## config.mk

```make
export PLATFORM = sky130hd
export DESIGN_NAME = afm_host_flat
export DESIGN_NICKNAME = d
export VERILOG_FILES = /design/src/afm_pkg.sv /design/src/afm_link_if.sv /design/src/afm_sync3.sv /design/src/afm_host.sv /design/src/flat_wrapper.sv
export SDC_FILE = /design/constraint.sdc
export NUM_CORES = 1
export LEC_CHECK = 0
export BUFFER_PORTS_ARGS = -buffer_cell sky130_fd_sc_hd__clkbuf_2
export CORE_MARGIN = 4
export CORE_UTILIZATION = 41
export CTS_CLUSTER_SIZE = 30
export DETAILED_ROUTE_END_ITERATION = 8
export HOLD_SLACK_MARGIN = 0.03
export PLACE_DENSITY = 0.68
export SYNTH_ARGS = -nofsm -noshare
export SYNTH_HDL_FRONTEND = slang
export SYNTH_SLANG_ARGS = --single-unit
```

## constraint.sdc

```tcl
create_clock -name core_clk -period 3.25 [get_ports core_clk]
set_input_delay 0.1625 -clock core_clk [delete_from_list [all_inputs] [get_ports core_clk]]
set_output_delay 0.1625 -clock core_clk [all_outputs]
set_load 0.02 [all_outputs]
```

## src/afm_pkg.sv

```systemverilog
/*
 * Shared constants for the all-frame mode tracker: packet layout,
 * packet kinds, vector codes, link timing and the host register map.
 * Assumes both ends and the bench import this package.
 */
package afm_pkg;

    // ----------------------------------------------------------------
    // link packets
    // ----------------------------------------------------------------
    localparam int PKT_W = 16;
    localparam int KIND_HI = 15;
    localparam int KIND_LO = 12;
    localparam logic [3:0] KIND_NOP = 4'h0;
    localparam logic [3:0] KIND_AFM = 4'h1;
    localparam logic [3:0] KIND_VEC = 4'h2;
    localparam logic [3:0] KIND_STAT = 4'h3;
    localparam int AFM_DAF = 0;
    localparam int AFM_FAF = 1;
    localparam int AFM_DTA = 2;
    localparam int AFM_IDX_LO = 3;
    localparam int TA_W = 4;
    localparam int NUM_TEMP = 16;
    localparam int STAT_EOF = 11;
    localparam int FRAME_W = 7;
    localparam logic [2:0] VEC_SECURE = 3'h0;
    localparam logic [2:0] VEC_ALPHA = 3'h5;
    localparam logic [2:0] VEC_HEXBIN = 3'h6;
    localparam logic [4:0] BITS_PER_PKT = 5'h10;

    // ----------------------------------------------------------------
    // link timing
    // ----------------------------------------------------------------
    localparam int CLK_PERIOD_NS = 25;
    localparam int LINK_PERIOD_NS = 800;
    localparam int LINK_HALF_CYC = LINK_PERIOD_NS / (2 * CLK_PERIOD_NS);

    // ----------------------------------------------------------------
    // host register map
    // ----------------------------------------------------------------
    localparam int ADDR_W = 8;
    localparam logic [7:0] REG_CTRL = 8'h00;
    localparam logic [7:0] REG_CMD = 8'h04;
    localparam logic [7:0] REG_RXDATA = 8'h08;
    localparam logic [7:0] REG_IRQ_STAT = 8'h0c;
    localparam logic [7:0] REG_IRQ_EN = 8'h10;
    localparam logic [7:0] REG_IRQ_CLR = 8'h14;
    localparam logic [7:0] REG_STATE = 8'h18;
    localparam int CTRL_FAF = 0;
    localparam int CTRL_LIM = 1;
    localparam int CMD_CNT_LO = 0;
    localparam int CMD_CNT_W = 4;
    localparam int CMD_DTA = 4;
    localparam int CMD_IDX_LO = 8;
    localparam int IRQ_VEC = 0;
    localparam int IRQ_EOF = 1;
    localparam int IRQ_GAP = 2;
    localparam int IRQ_DONE = 3;
    localparam int IRQ_W = 4;
    localparam int GAP_W = 8;
    localparam logic [7:0] GAP_SHORT = 8'h20;
    localparam logic [7:0] GAP_LONG = 8'h80;
    localparam int STATE_BUSY = 0;
    localparam int STATE_LIVE = 1;
    localparam int STATE_GAP_LO = 8;

    // vector codes that open a possibly fragmented message
    function automatic logic afm_is_frag_vec(input logic [2:0] code);
        return (code == VEC_SECURE) || (code == VEC_ALPHA) || (code == VEC_HEXBIN);
    endfunction : afm_is_frag_vec

endpackage : afm_pkg

```

## src/afm_link_if.sv

```systemverilog
/*
 * Serial packet link between decoder and host.
 * Assumes the bench instantiates it and connects both ends.
 */
interface afm_link_if;
    logic sclk;
    logic csN;
    logic mosi;
    logic miso;
    logic reqN;

    modport device (input sclk, input csN, input mosi, output miso, output reqN);
    modport host (output sclk, output csN, output mosi, input miso, input reqN);
endinterface : afm_link_if

```

## src/afm_sync3.sv

```systemverilog
/*
 * Three-flop input synchroniser; a bit changes once stages two and
 * three agree. Assumes inputs are asynchronous to core_clk.
 */
module afm_sync3 #(
    parameter int W = 1,
    parameter logic [W-1:0] INIT = '0
) (
    input wire logic core_clk,
    input wire logic rst,
    input wire logic [W-1:0] d,
    output logic [W-1:0] q
);
    import afm_pkg::*;

    typedef struct packed {
        logic [W-1:0] s1;
        logic [W-1:0] s2;
        logic [W-1:0] s3;
        logic [W-1:0] q;
    } afm_sync_t;

    afm_sync_t st;
    afm_sync_t next_st;

    always_comb begin
        next_st = st;
        next_st.s1 = d;
        next_st.s2 = st.s1;
        next_st.s3 = st.s2;
        for (int i = 0; i < W; i++) begin
            if (st.s2[i] == st.s3[i]) begin
                next_st.q[i] = st.s3[i];
            end
        end
    end

    always_ff @(posedge core_clk) begin
        if (rst) begin
            st <= '{s1: INIT, s2: INIT, s3: INIT, q: INIT};
        end else begin
            st <= next_st;
        end
    end

    assign q = st.q;
endmodule : afm_sync3

```

## src/afm_host.sv

```systemverilog
/*
 * Host end: link master that makes the serial clock, sends all-frame
 * mode packets and collects decoder packets; software reaches it over
 * APB. Assumes a single APB master and the decoder as link slave.
 */
// The register addresses and register access over APB were chosen for this implementation.
module afm_host #(
    parameter int HALF = afm_pkg::LINK_HALF_CYC
) (
    input wire logic core_clk,
    input wire logic rst,
    afm_link_if.host link,
    input wire logic [afm_pkg::ADDR_W-1:0] paddr,
    input wire logic psel,
    input wire logic penable,
    input wire logic pwrite,
    input wire logic [31:0] pwdata,
    output logic [31:0] prdata,
    output logic pready,
    output logic pslverr,
    output logic irq
);
    import afm_pkg::*;

    typedef enum logic [4:0] {
        H_IDLE = 5'b00001,
        H_SETUP = 5'b00010,
        H_HIGH = 5'b00100,
        H_LOW = 5'b01000,
        H_GAP = 5'b10000
    } afm_hstate_t;

    typedef struct packed {
        afm_hstate_t state;
        logic [7:0] div;
        logic [4:0] bitCnt;
        logic sclk;
        logic csN;
        logic mosi;
        logic [PKT_W-1:0] shTx;
        logic [PKT_W-1:0] shRx;
        logic txCmd;
        logic faf;
        logic lim128;
        logic [CMD_CNT_W-1:0] cmdLeft;
        logic cmdGo;
        logic cmdDta;
        logic [TA_W-1:0] cmdIdx;
        logic [PKT_W-1:0] rxData;
        logic fragLive;
        logic [GAP_W-1:0] gapCnt;
        logic [IRQ_W-1:0] irqStat;
        logic [IRQ_W-1:0] irqEn;
        logic irq;
        logic [31:0] prdata;
        logic pready;
        logic pslverr;
    } afm_host_t;

    afm_host_t st;
    afm_host_t next_st;
    logic [1:0] linkQ;
    logic [IRQ_W-1:0] ev;
    logic [IRQ_W-1:0] clr;
    logic [GAP_W-1:0] gapLim;
    logic halfDone;

    // ----------------------------------------------------------------
    // helpers
    // ----------------------------------------------------------------
    function automatic logic reg_mapped(input logic [ADDR_W-1:0] a);
        return a == REG_CTRL || a == REG_CMD || a == REG_RXDATA || a == REG_IRQ_STAT
            || a == REG_IRQ_EN || a == REG_IRQ_CLR || a == REG_STATE;
    endfunction : reg_mapped

    function automatic logic [31:0] reg_read(input afm_host_t s, input logic [ADDR_W-1:0] a);
        logic [31:0] v;
        v = '0;
        case (a)
            REG_CTRL: begin
                v[CTRL_FAF] = s.faf;
                v[CTRL_LIM] = s.lim128;
            end
            REG_CMD: begin
                v[CMD_CNT_LO+:CMD_CNT_W] = s.cmdLeft;
                v[CMD_DTA] = s.cmdDta;
                v[CMD_IDX_LO+:TA_W] = s.cmdIdx;
            end
            REG_RXDATA: v[PKT_W-1:0] = s.rxData;
            REG_IRQ_STAT: v[IRQ_W-1:0] = s.irqStat;
            REG_IRQ_EN: v[IRQ_W-1:0] = s.irqEn;
            REG_STATE: begin
                v[STATE_BUSY] = s.cmdGo;
                v[STATE_LIVE] = s.fragLive;
                v[STATE_GAP_LO+:GAP_W] = s.gapCnt;
            end
            default: v = '0;
        endcase
        return v;
    endfunction : reg_read

    // ----------------------------------------------------------------
    // link input synchroniser
    // ----------------------------------------------------------------
    afm_sync3 #(.W(2), .INIT(2'h1)) u_sync (
        .core_clk(core_clk),
        .rst(rst),
        .d({link.miso, link.reqN}),
        .q(linkQ)
    );

    assign halfDone = (st.div == 8'(HALF - 1));
    assign gapLim = st.lim128 ? GAP_LONG : GAP_SHORT;

    // ----------------------------------------------------------------
    // next state
    // ----------------------------------------------------------------
    always_comb begin
        next_st = st;
        ev = '0;
        clr = '0;
        next_st.div = halfDone ? 8'h00 : st.div + 8'h01;
        case (st.state)
            H_IDLE: begin
                next_st.div = '0;
                if (st.cmdGo || !linkQ[0]) begin
                    next_st.txCmd = st.cmdGo;
                    next_st.shTx = '0;
                    if (st.cmdGo) begin
                        next_st.shTx[KIND_HI:KIND_LO] = KIND_AFM;
                        next_st.shTx[AFM_DAF] = (st.cmdLeft != '0);
                        next_st.shTx[AFM_FAF] = st.faf;
                        next_st.shTx[AFM_DTA] = st.cmdDta;
                        next_st.shTx[AFM_IDX_LO+:TA_W] = st.cmdIdx;
                    end else begin
                        next_st.shTx[AFM_FAF] = st.faf;
                        next_st.shTx[KIND_HI:KIND_LO] = KIND_NOP;
                    end
                    next_st.mosi = next_st.shTx[PKT_W-1];
                    next_st.csN = 1'b0;
                    next_st.bitCnt = '0;
                    next_st.state = H_SETUP;
                end
            end
            H_SETUP, H_LOW: begin
                if (halfDone) begin
                    next_st.sclk = 1'b1;
                    next_st.shRx = {st.shRx[PKT_W-2:0], linkQ[1]};
                    next_st.bitCnt = st.bitCnt + 5'h01;
                    next_st.state = H_HIGH;
                end
            end
            H_HIGH: begin
                if (halfDone) begin
                    next_st.sclk = 1'b0;
                    next_st.shTx = {st.shTx[PKT_W-2:0], 1'b0};
                    next_st.mosi = st.shTx[PKT_W-2];
                    if (st.bitCnt == BITS_PER_PKT) begin
                        next_st.csN = 1'b1;
                        next_st.state = H_GAP;
                    end else begin
                        next_st.state = H_LOW;
                    end
                end
            end
            H_GAP: begin
                if (halfDone) begin
                    next_st.state = H_IDLE;
                    next_st.rxData = st.shRx;
                    if (st.shRx[KIND_HI:KIND_LO] == KIND_VEC) begin
                        ev[IRQ_VEC] = 1'b1;
                        if (afm_is_frag_vec(st.shRx[2:0])) begin
                            next_st.fragLive = 1'b1;
                            next_st.gapCnt = '0;
                        end
                    end
                    if (st.shRx[KIND_HI:KIND_LO] == KIND_STAT && st.shRx[STAT_EOF]) begin
                        ev[IRQ_EOF] = 1'b1;
                        if (st.fragLive) begin
                            next_st.gapCnt = st.gapCnt + 8'h01;
                            if (next_st.gapCnt == gapLim) begin
                                ev[IRQ_GAP] = 1'b1;
                                next_st.fragLive = 1'b0;
                            end
                        end
                    end
                    // one decrement packet per count, e.g. two at the last fragment
                    if (st.txCmd) begin
                        next_st.cmdDta = 1'b0;
                        if (st.cmdLeft > 1) begin
                            next_st.cmdLeft = st.cmdLeft - 1'b1;
                        end else begin
                            next_st.cmdLeft = '0;
                            next_st.cmdGo = 1'b0;
                            ev[IRQ_DONE] = 1'b1;
                        end
                    end
                end
            end
            default: begin
                next_st.state = H_IDLE;
                next_st.sclk = 1'b0;
                next_st.csN = 1'b1;
            end
        endcase
        // apb: answer one cycle into the access phase
        if (psel && penable && !st.pready) begin
            next_st.pready = 1'b1;
            next_st.pslverr = !reg_mapped(paddr);
            next_st.prdata = pwrite ? 32'h0000_0000 : reg_read(st, paddr);
        end else begin
            next_st.pready = 1'b0;
            next_st.pslverr = 1'b0;
        end
        if (psel && penable && st.pready && pwrite) begin
            case (paddr)
                REG_CTRL: begin
                    next_st.faf = pwdata[CTRL_FAF];
                    next_st.lim128 = pwdata[CTRL_LIM];
                end
                REG_CMD: begin
                    // software decides when to decrement; ignored while busy
                    if (!st.cmdGo) begin
                        next_st.cmdGo = 1'b1;
                        next_st.cmdLeft = pwdata[CMD_CNT_LO+:CMD_CNT_W];
                        next_st.cmdDta = pwdata[CMD_DTA];
                        next_st.cmdIdx = pwdata[CMD_IDX_LO+:TA_W];
                        if (pwdata[CMD_CNT_LO+:CMD_CNT_W] != '0) begin
                            next_st.fragLive = 1'b0;
                        end
                    end
                end
                REG_IRQ_EN: next_st.irqEn = pwdata[IRQ_W-1:0];
                REG_IRQ_CLR: clr = pwdata[IRQ_W-1:0];
                default: next_st.irqEn = st.irqEn;
            endcase
        end
        // set wins over clear
        next_st.irqStat = (st.irqStat & ~clr) | ev;
        next_st.irq = |(next_st.irqStat & next_st.irqEn);
    end

    always_ff @(posedge core_clk) begin
        if (rst) begin
            st <= '0;
            st.state <= H_IDLE;
            st.csN <= 1'b1;
        end else begin
            st <= next_st;
        end
    end

    assign link.sclk = st.sclk;
    assign link.csN = st.csN;
    assign link.mosi = st.mosi;
    assign prdata = st.prdata;
    assign pready = st.pready;
    assign pslverr = st.pslverr;
    assign irq = st.irq;
endmodule : afm_host

```

## src/flat_wrapper.sv

```systemverilog
// flat-port wrapper written by rule: the top's interface ports become plain ports
module afm_host_flat import afm_pkg::*;
#(
    parameter int HALF = afm_pkg::LINK_HALF_CYC
)
  (core_clk, rst, paddr, psel, penable, pwrite, pwdata, prdata, pready, pslverr, irq, link_sclk, link_csN, link_mosi, link_miso, link_reqN);
  afm_link_if link_i ();
  input wire logic core_clk;
  input wire logic rst;
  input wire logic [afm_pkg::ADDR_W-1:0] paddr;
  input wire logic psel;
  input wire logic penable;
  input wire logic pwrite;
  input wire logic [31:0] pwdata;
  output logic [31:0] prdata;
  output logic pready;
  output logic pslverr;
  output logic irq;
  output wire logic [$bits(link_i.sclk)-1:0] link_sclk;
  output wire logic [$bits(link_i.csN)-1:0] link_csN;
  output wire logic [$bits(link_i.mosi)-1:0] link_mosi;
  input wire logic [$bits(link_i.miso)-1:0] link_miso;
  input wire logic [$bits(link_i.reqN)-1:0] link_reqN;
  assign link_sclk = link_i.sclk;
  assign link_csN = link_i.csN;
  assign link_mosi = link_i.mosi;
  assign link_i.miso = link_miso;
  assign link_i.reqN = link_reqN;
  afm_host #(.HALF(HALF)) u_core (.core_clk(core_clk), .rst(rst), .link(link_i), .paddr(paddr), .psel(psel), .penable(penable), .pwrite(pwrite), .pwdata(pwdata), .prdata(prdata), .pready(pready), .pslverr(pslverr), .irq(irq));
endmodule
```

==> metrics list <==
- Outcome: finished clean
- For this run, asynchronously set or reset flops after synthesis account for 0%.
* Count of mapped cells out of synthesis: 696
- In this run switching power makes up 22.1% of total power.
* Fraction of the mapped netlist area in adder cells: 1.77%
- The number of max-slew violations in the final report was 0.
* Endpoint arrival time on the critical path: 2790 ps
* Hold WC Path Type: in2reg
* Gr ovfl total: 0
- The count of nets left with antenna violations once routing finished came out at 0.
* Clock transition at the registers of the reported paths: 60 ps
- Share of Yosys cell area claimed by the top area cell type: 44.2%
- The number of antenna violations at the first check in global routing is 0.
- Wire length of the first global-routing pass: 22300 µm
* Layout overhead on the synthesized area: 15.1%
- For this block, the routed nets add up to 13500 µm of wire.
- A synthesized cell averages 8.13 µm².
* Critical path, cell by cell: or3_1 > nor3_1 > and4_1 > nor2_1 > o21ai_0 > a21oi_1
* Die Span Y: 125 µm
- The synthesized netlist devotes 16.7% of its cell area to compound gates.
- The first detailed-routing pass ran for 5 iterations.
* RSZ-0062 raised after global routing: false
- Max-cap violations: 0
- The layer flagged by global routing as most heavily used is met2.
- Core Footprint: 13400 µm²
* Count of port buffers added during placement: 45
- Number of top-level design ports: 85
- On the critical path the largest part of the delay comes from simple AND/OR/NAND/NOR gates.
- The worst setup path is launched from a register.
- Overall die area: 15700 µm²
- The HPWL after detailed placement is 9550 µm.
- Initial core utilization: 42.2%
- Clock Latency Late Sink: 410 ps
- Setup WS pre-CTS: 783 ps
* Portion of total power attributed to the clock network: 53.1%
- Weighted congestion at the end of routability-driven global placement: 0.872
* CTS tree: yes
* Power share of the sequential group: 43.9%
- By area the synthesized netlist is led by sky130_fd_sc_hd__dfxtp_1 (44%), sky130_fd_sc_hd__nand2_1 (7.8%), sky130_fd_sc_hd__a21oi_1 (5.9%), sky130_fd_sc_hd__nor2_1 (5.2%), sky130_fd_sc_hd__buf_4 (4.2%).
- Cell Pwr Density: 539 nW/µm²
- For this run, the leading register cell type out of synthesis is sky130_fd_sc_hd__dfxtp_1.
- Sequential cells were found to cover 44.2% of the synthesized design area.
- The detailed router finished its first iteration with 541 violations.
* Via total after detailed routing: 4915
* Pin count of the biggest net entering global routing: 66
* VDD IR max: 0.353 mV
- Multiplexer cells account for 1.59% of the synthesized area.
* Number of warnings printed during yosys synthesis: 0
- Fill cell instance count of the final layout: 1246
- Overall Global Routing Usage: 17.2%
- Longest individual stage delay on the worst path: 510 ps
- Nature of the critical path endpoint: register
* Post-layout minimum cycle time: 2520 ps
- Cell at the slowest stage of the critical path: sky130_fd_sc_hd__and4_1
* Via count of the first global-routing pass: 4561
- Proportion of power drawn by combinational gates: 3.0%
- Using the TritonRoute via totals, the vias-per-cell ratio works out to 5.40.
* Combinational family with the most area after synthesis: simple AND/OR/NAND/NOR gates
- The tree is rooted in a sky130_fd_sc_hd__clkbuf_16.
- In this run the most critical hold path is launched from pwdata[2].
- The critical path in this run is classified as reg2reg.
- In this run the static leakage power is 2.32 nW.
- After clock tree synthesis, the repair step resized 0 gates.
- Number of flops mapped to enable cells by yosys: 0
- Of the available clock period, the critical path in the final layout requires 77.6%.
- Final cell count without fillers: 910
- Launching element of the worst setup path: u_core.st[130]
- Counting along the longest clock path gives a buffer depth of 2.
* CP Data Required Time: 3520 ps
- The floorplan has 42 rows.
- The number of placed instances, taps included, is 871.
- The number of antenna diodes in the final layout is 0.
- For met2 alone, demand over resource in global routing was 29.2%.
- Int Power: 2.74 mW
- Layout cells sized above 1: 13.1%
* Number of sinks driven by the clock tree: 125
- For this design the total switching power over the nets is 775 µW.
- Of all nets on the critical path, the largest fanout is 10.
- Final-layout worst hold slack: 41.6 ps
* CTS Buf Count: 17
- The number of buffers and inverters on the critical path is 0.
- The die is 125 µm wide.
* Normalized max-slew margin: 53.0%
- The worst register-to-register path begins at u_core.st[130].
- The placed instances occupy a cell area of 5850 µm².
- Final Hold Violating Endpoints: 0
- Number of setup violations in the final report: 0
- Met1 routing resource usage after global routing: 21.3%
* Final Instance Area: 6510 µm²
- Xor/xnor cell area share of the yosys netlist: 2.48%
- The synthesized design contains 125 register bits.
- Across the routed clock network, the largest skew measured is 5.20 ps.
* Highest Clock Rate: 396 MHz
* Area leader, netlist: sky130_fd_sc_hd__dfxtp_1
* Met3 track demand over resource: 3.71%
- Fraction of the mapped netlist area in simple logic gates: 25.9%
- In the final design database the tool counted 776 nets.
- The cell area that synthesis handed to floorplanning was 5660 µm².
- Setup total negative slack on the finished layout was measured at 0 ps.
- Number of distinct standard cells referenced by the synthesized netlist: 55
- Avg WL per Cell: 14.9 µm
- After detailed routing, the number of remaining DRC violations is 0.
* Post-layout worst setup margin: 727 ps
* Number of H-tree branching levels: 4
* Post-CTS setup repair buffer count: 0
- At the pin with the least slew margin, the transition time is 700 ps.
## layout make-up
type	count	area (µm²)	share of cell area (%)
clock buffers	19	453	6.95
clock inverters	13	141	2.17
inverters	8	30.0	0.461
multi-input cells	509	2810	43.1
flip-flops and latches	125	2500	38.4
well taps	176	220	3.38
repair buffers	60	358	5.49
## worst reg2reg max path: cells and delay by family (launching register included)
kind / cells / cell delay [ps]
AOI/OAI and AO/OA: 2 / 350
and+or+nand+nor: 4 / 1680
DFF: 1 / 350
## worst paths after layout
kind	cells past startpoint	to	slack [ps]
hold reg to reg	1	u_core.u_sync.next_st[2]	410
hold / removal	3	u_core.st[76]	40
setup reg to reg	6	u_core.st[46]	730
setup / recovery	6	u_core.st[46]	730
## placed cells by master, fill, tap and decap left out, types with 4 or more instances in the layout
cell type / netlist / final
sky130_fd_sc_hd__inv_1: 8 / 8
sky130_fd_sc_hd__ha_1: 8 / 8
sky130_fd_sc_hd__nor2b_1: 8 / 8
sky130_fd_sc_hd__mux2i_1: 9 / 9
sky130_fd_sc_hd__nand3_1: 21 / 21
sky130_fd_sc_hd__clkbuf_2: 0 / 44
sky130_fd_sc_hd__nor4_1: 5 / 5
sky130_fd_sc_hd__or3_1: 5 / 5
sky130_fd_sc_hd__a21oi_1: 67 / 67
sky130_fd_sc_hd__nand2b_1: 4 / 4
sky130_fd_sc_hd__xnor2_1: 6 / 6
sky130_fd_sc_hd__o21ai_0: 15 / 15
sky130_fd_sc_hd__or2_2: 5 / 5
sky130_fd_sc_hd__conb_1: 1 / 16
sky130_fd_sc_hd__buf_4: 32 / 9
sky130_fd_sc_hd__a311oi_1: 9 / 9
sky130_fd_sc_hd__clkinv_4: 0 / 4
sky130_fd_sc_hd__nand3b_1: 5 / 5
sky130_fd_sc_hd__nor3_1: 19 / 19
sky130_fd_sc_hd__nand2_1: 118 / 118
sky130_fd_sc_hd__and3_1: 8 / 8
sky130_fd_sc_hd__a22oi_1: 25 / 25
sky130_fd_sc_hd__nand4_1: 8 / 8
sky130_fd_sc_hd__and2_1: 5 / 5
sky130_fd_sc_hd__dlygate4sd3_1: 0 / 7
sky130_fd_sc_hd__clkbuf_16: 0 / 17
sky130_fd_sc_hd__a22o_1: 5 / 5
sky130_fd_sc_hd__dfxtp_1: 125 / 125
sky130_fd_sc_hd__xor2_1: 10 / 10
sky130_fd_sc_hd__nor2_1: 78 / 78
## stage by stage
stage	util [%]	total power, mW
3_3_place_gp	43.7	1.67
5_1_grt	48.6	3.62
4_1_cts	48.6	3.54
3_5_place_dp	43.7	1.67
2_1_floorplan	-	1.65
6_report	48.6	3.51
## cell usage after synthesis (5+ instances only)
| library cell | n |
|---|---|
| sky130_fd_sc_hd__nor2b_1 | 8 |
| sky130_fd_sc_hd__a21oi_1 | 67 |
| sky130_fd_sc_hd__mux2i_1 | 9 |
| sky130_fd_sc_hd__xnor2_1 | 6 |
| sky130_fd_sc_hd__inv_1 | 8 |
| sky130_fd_sc_hd__nor2_1 | 78 |
| sky130_fd_sc_hd__a22oi_1 | 25 |
| sky130_fd_sc_hd__o21ai_0 | 15 |
| sky130_fd_sc_hd__or2_2 | 5 |
| sky130_fd_sc_hd__and2_1 | 5 |
| sky130_fd_sc_hd__clkbuf_1 | 36 |
| sky130_fd_sc_hd__nand3b_1 | 5 |
| sky130_fd_sc_hd__buf_4 | 32 |
| sky130_fd_sc_hd__and3_1 | 8 |
| sky130_fd_sc_hd__xor2_1 | 10 |
| sky130_fd_sc_hd__nand4_1 | 8 |
| sky130_fd_sc_hd__nor3_1 | 19 |
| sky130_fd_sc_hd__or3_1 | 5 |
| sky130_fd_sc_hd__nor4_1 | 5 |
| sky130_fd_sc_hd__nand2_1 | 118 |
| sky130_fd_sc_hd__ha_1 | 8 |
| sky130_fd_sc_hd__nand3_1 | 21 |
| sky130_fd_sc_hd__a311oi_1 | 9 |
| sky130_fd_sc_hd__dfxtp_1 | 125 |
| sky130_fd_sc_hd__a22o_1 | 5 |
## cells by family after synthesis
| group | Yosys count |
|---|---|
| compound gates | 150 |
| xor+xnor | 16 |
| mux | 9 |
| flops | 125 |
| simple gates | 310 |
| buf+inv | 77 |
| fa+ha+maj | 8 |
| other cells | 1 |
## per-layer routing
layer / vias to the layer above / routed length, µm
li1: 2441 / -
met1: 2335 / 6050
met5: - / 0
met3: 12 / 691
met2: 127 / 6600
met4: 0 / 197
## flip-flops by register name, indices dropped and copies added (netlist names)
name	cells
u_core.pslverr	1
u_core.link.mosi	1
u_core.link.sclk	1
u_core.prdata	16
u_core.u_sync.next_st	4
u_core.link.csN	1
u_core.st	95
u_core.u_sync.q	2
u_core.pready	1
u_core.u_sync.st	2
u_core.irq	1
## power by group through the flow
stage / Clock (mW) / Sequential [mW] / Combinational, mW
after floorplan: 0 / 1.58 / 0.0768
after global placement: 0 / 1.58 / 0.0954
after detailed placement: 0 / 1.58 / 0.0970
after CTS: 1.89 / 1.54 / 0.104
after global routing: 1.96 / 1.54 / 0.115
final: 1.86 / 1.54 / 0.105
## timing repair
| item | CTS | global route |
|---|---|---|
| hold buffers | 7 | 0 |
| endpoints found under the setup margin | 0 | 0 |
| hold endpoints to repair | 7 | 0 |
Note: power is estimated with default switching activity, not from simulation.
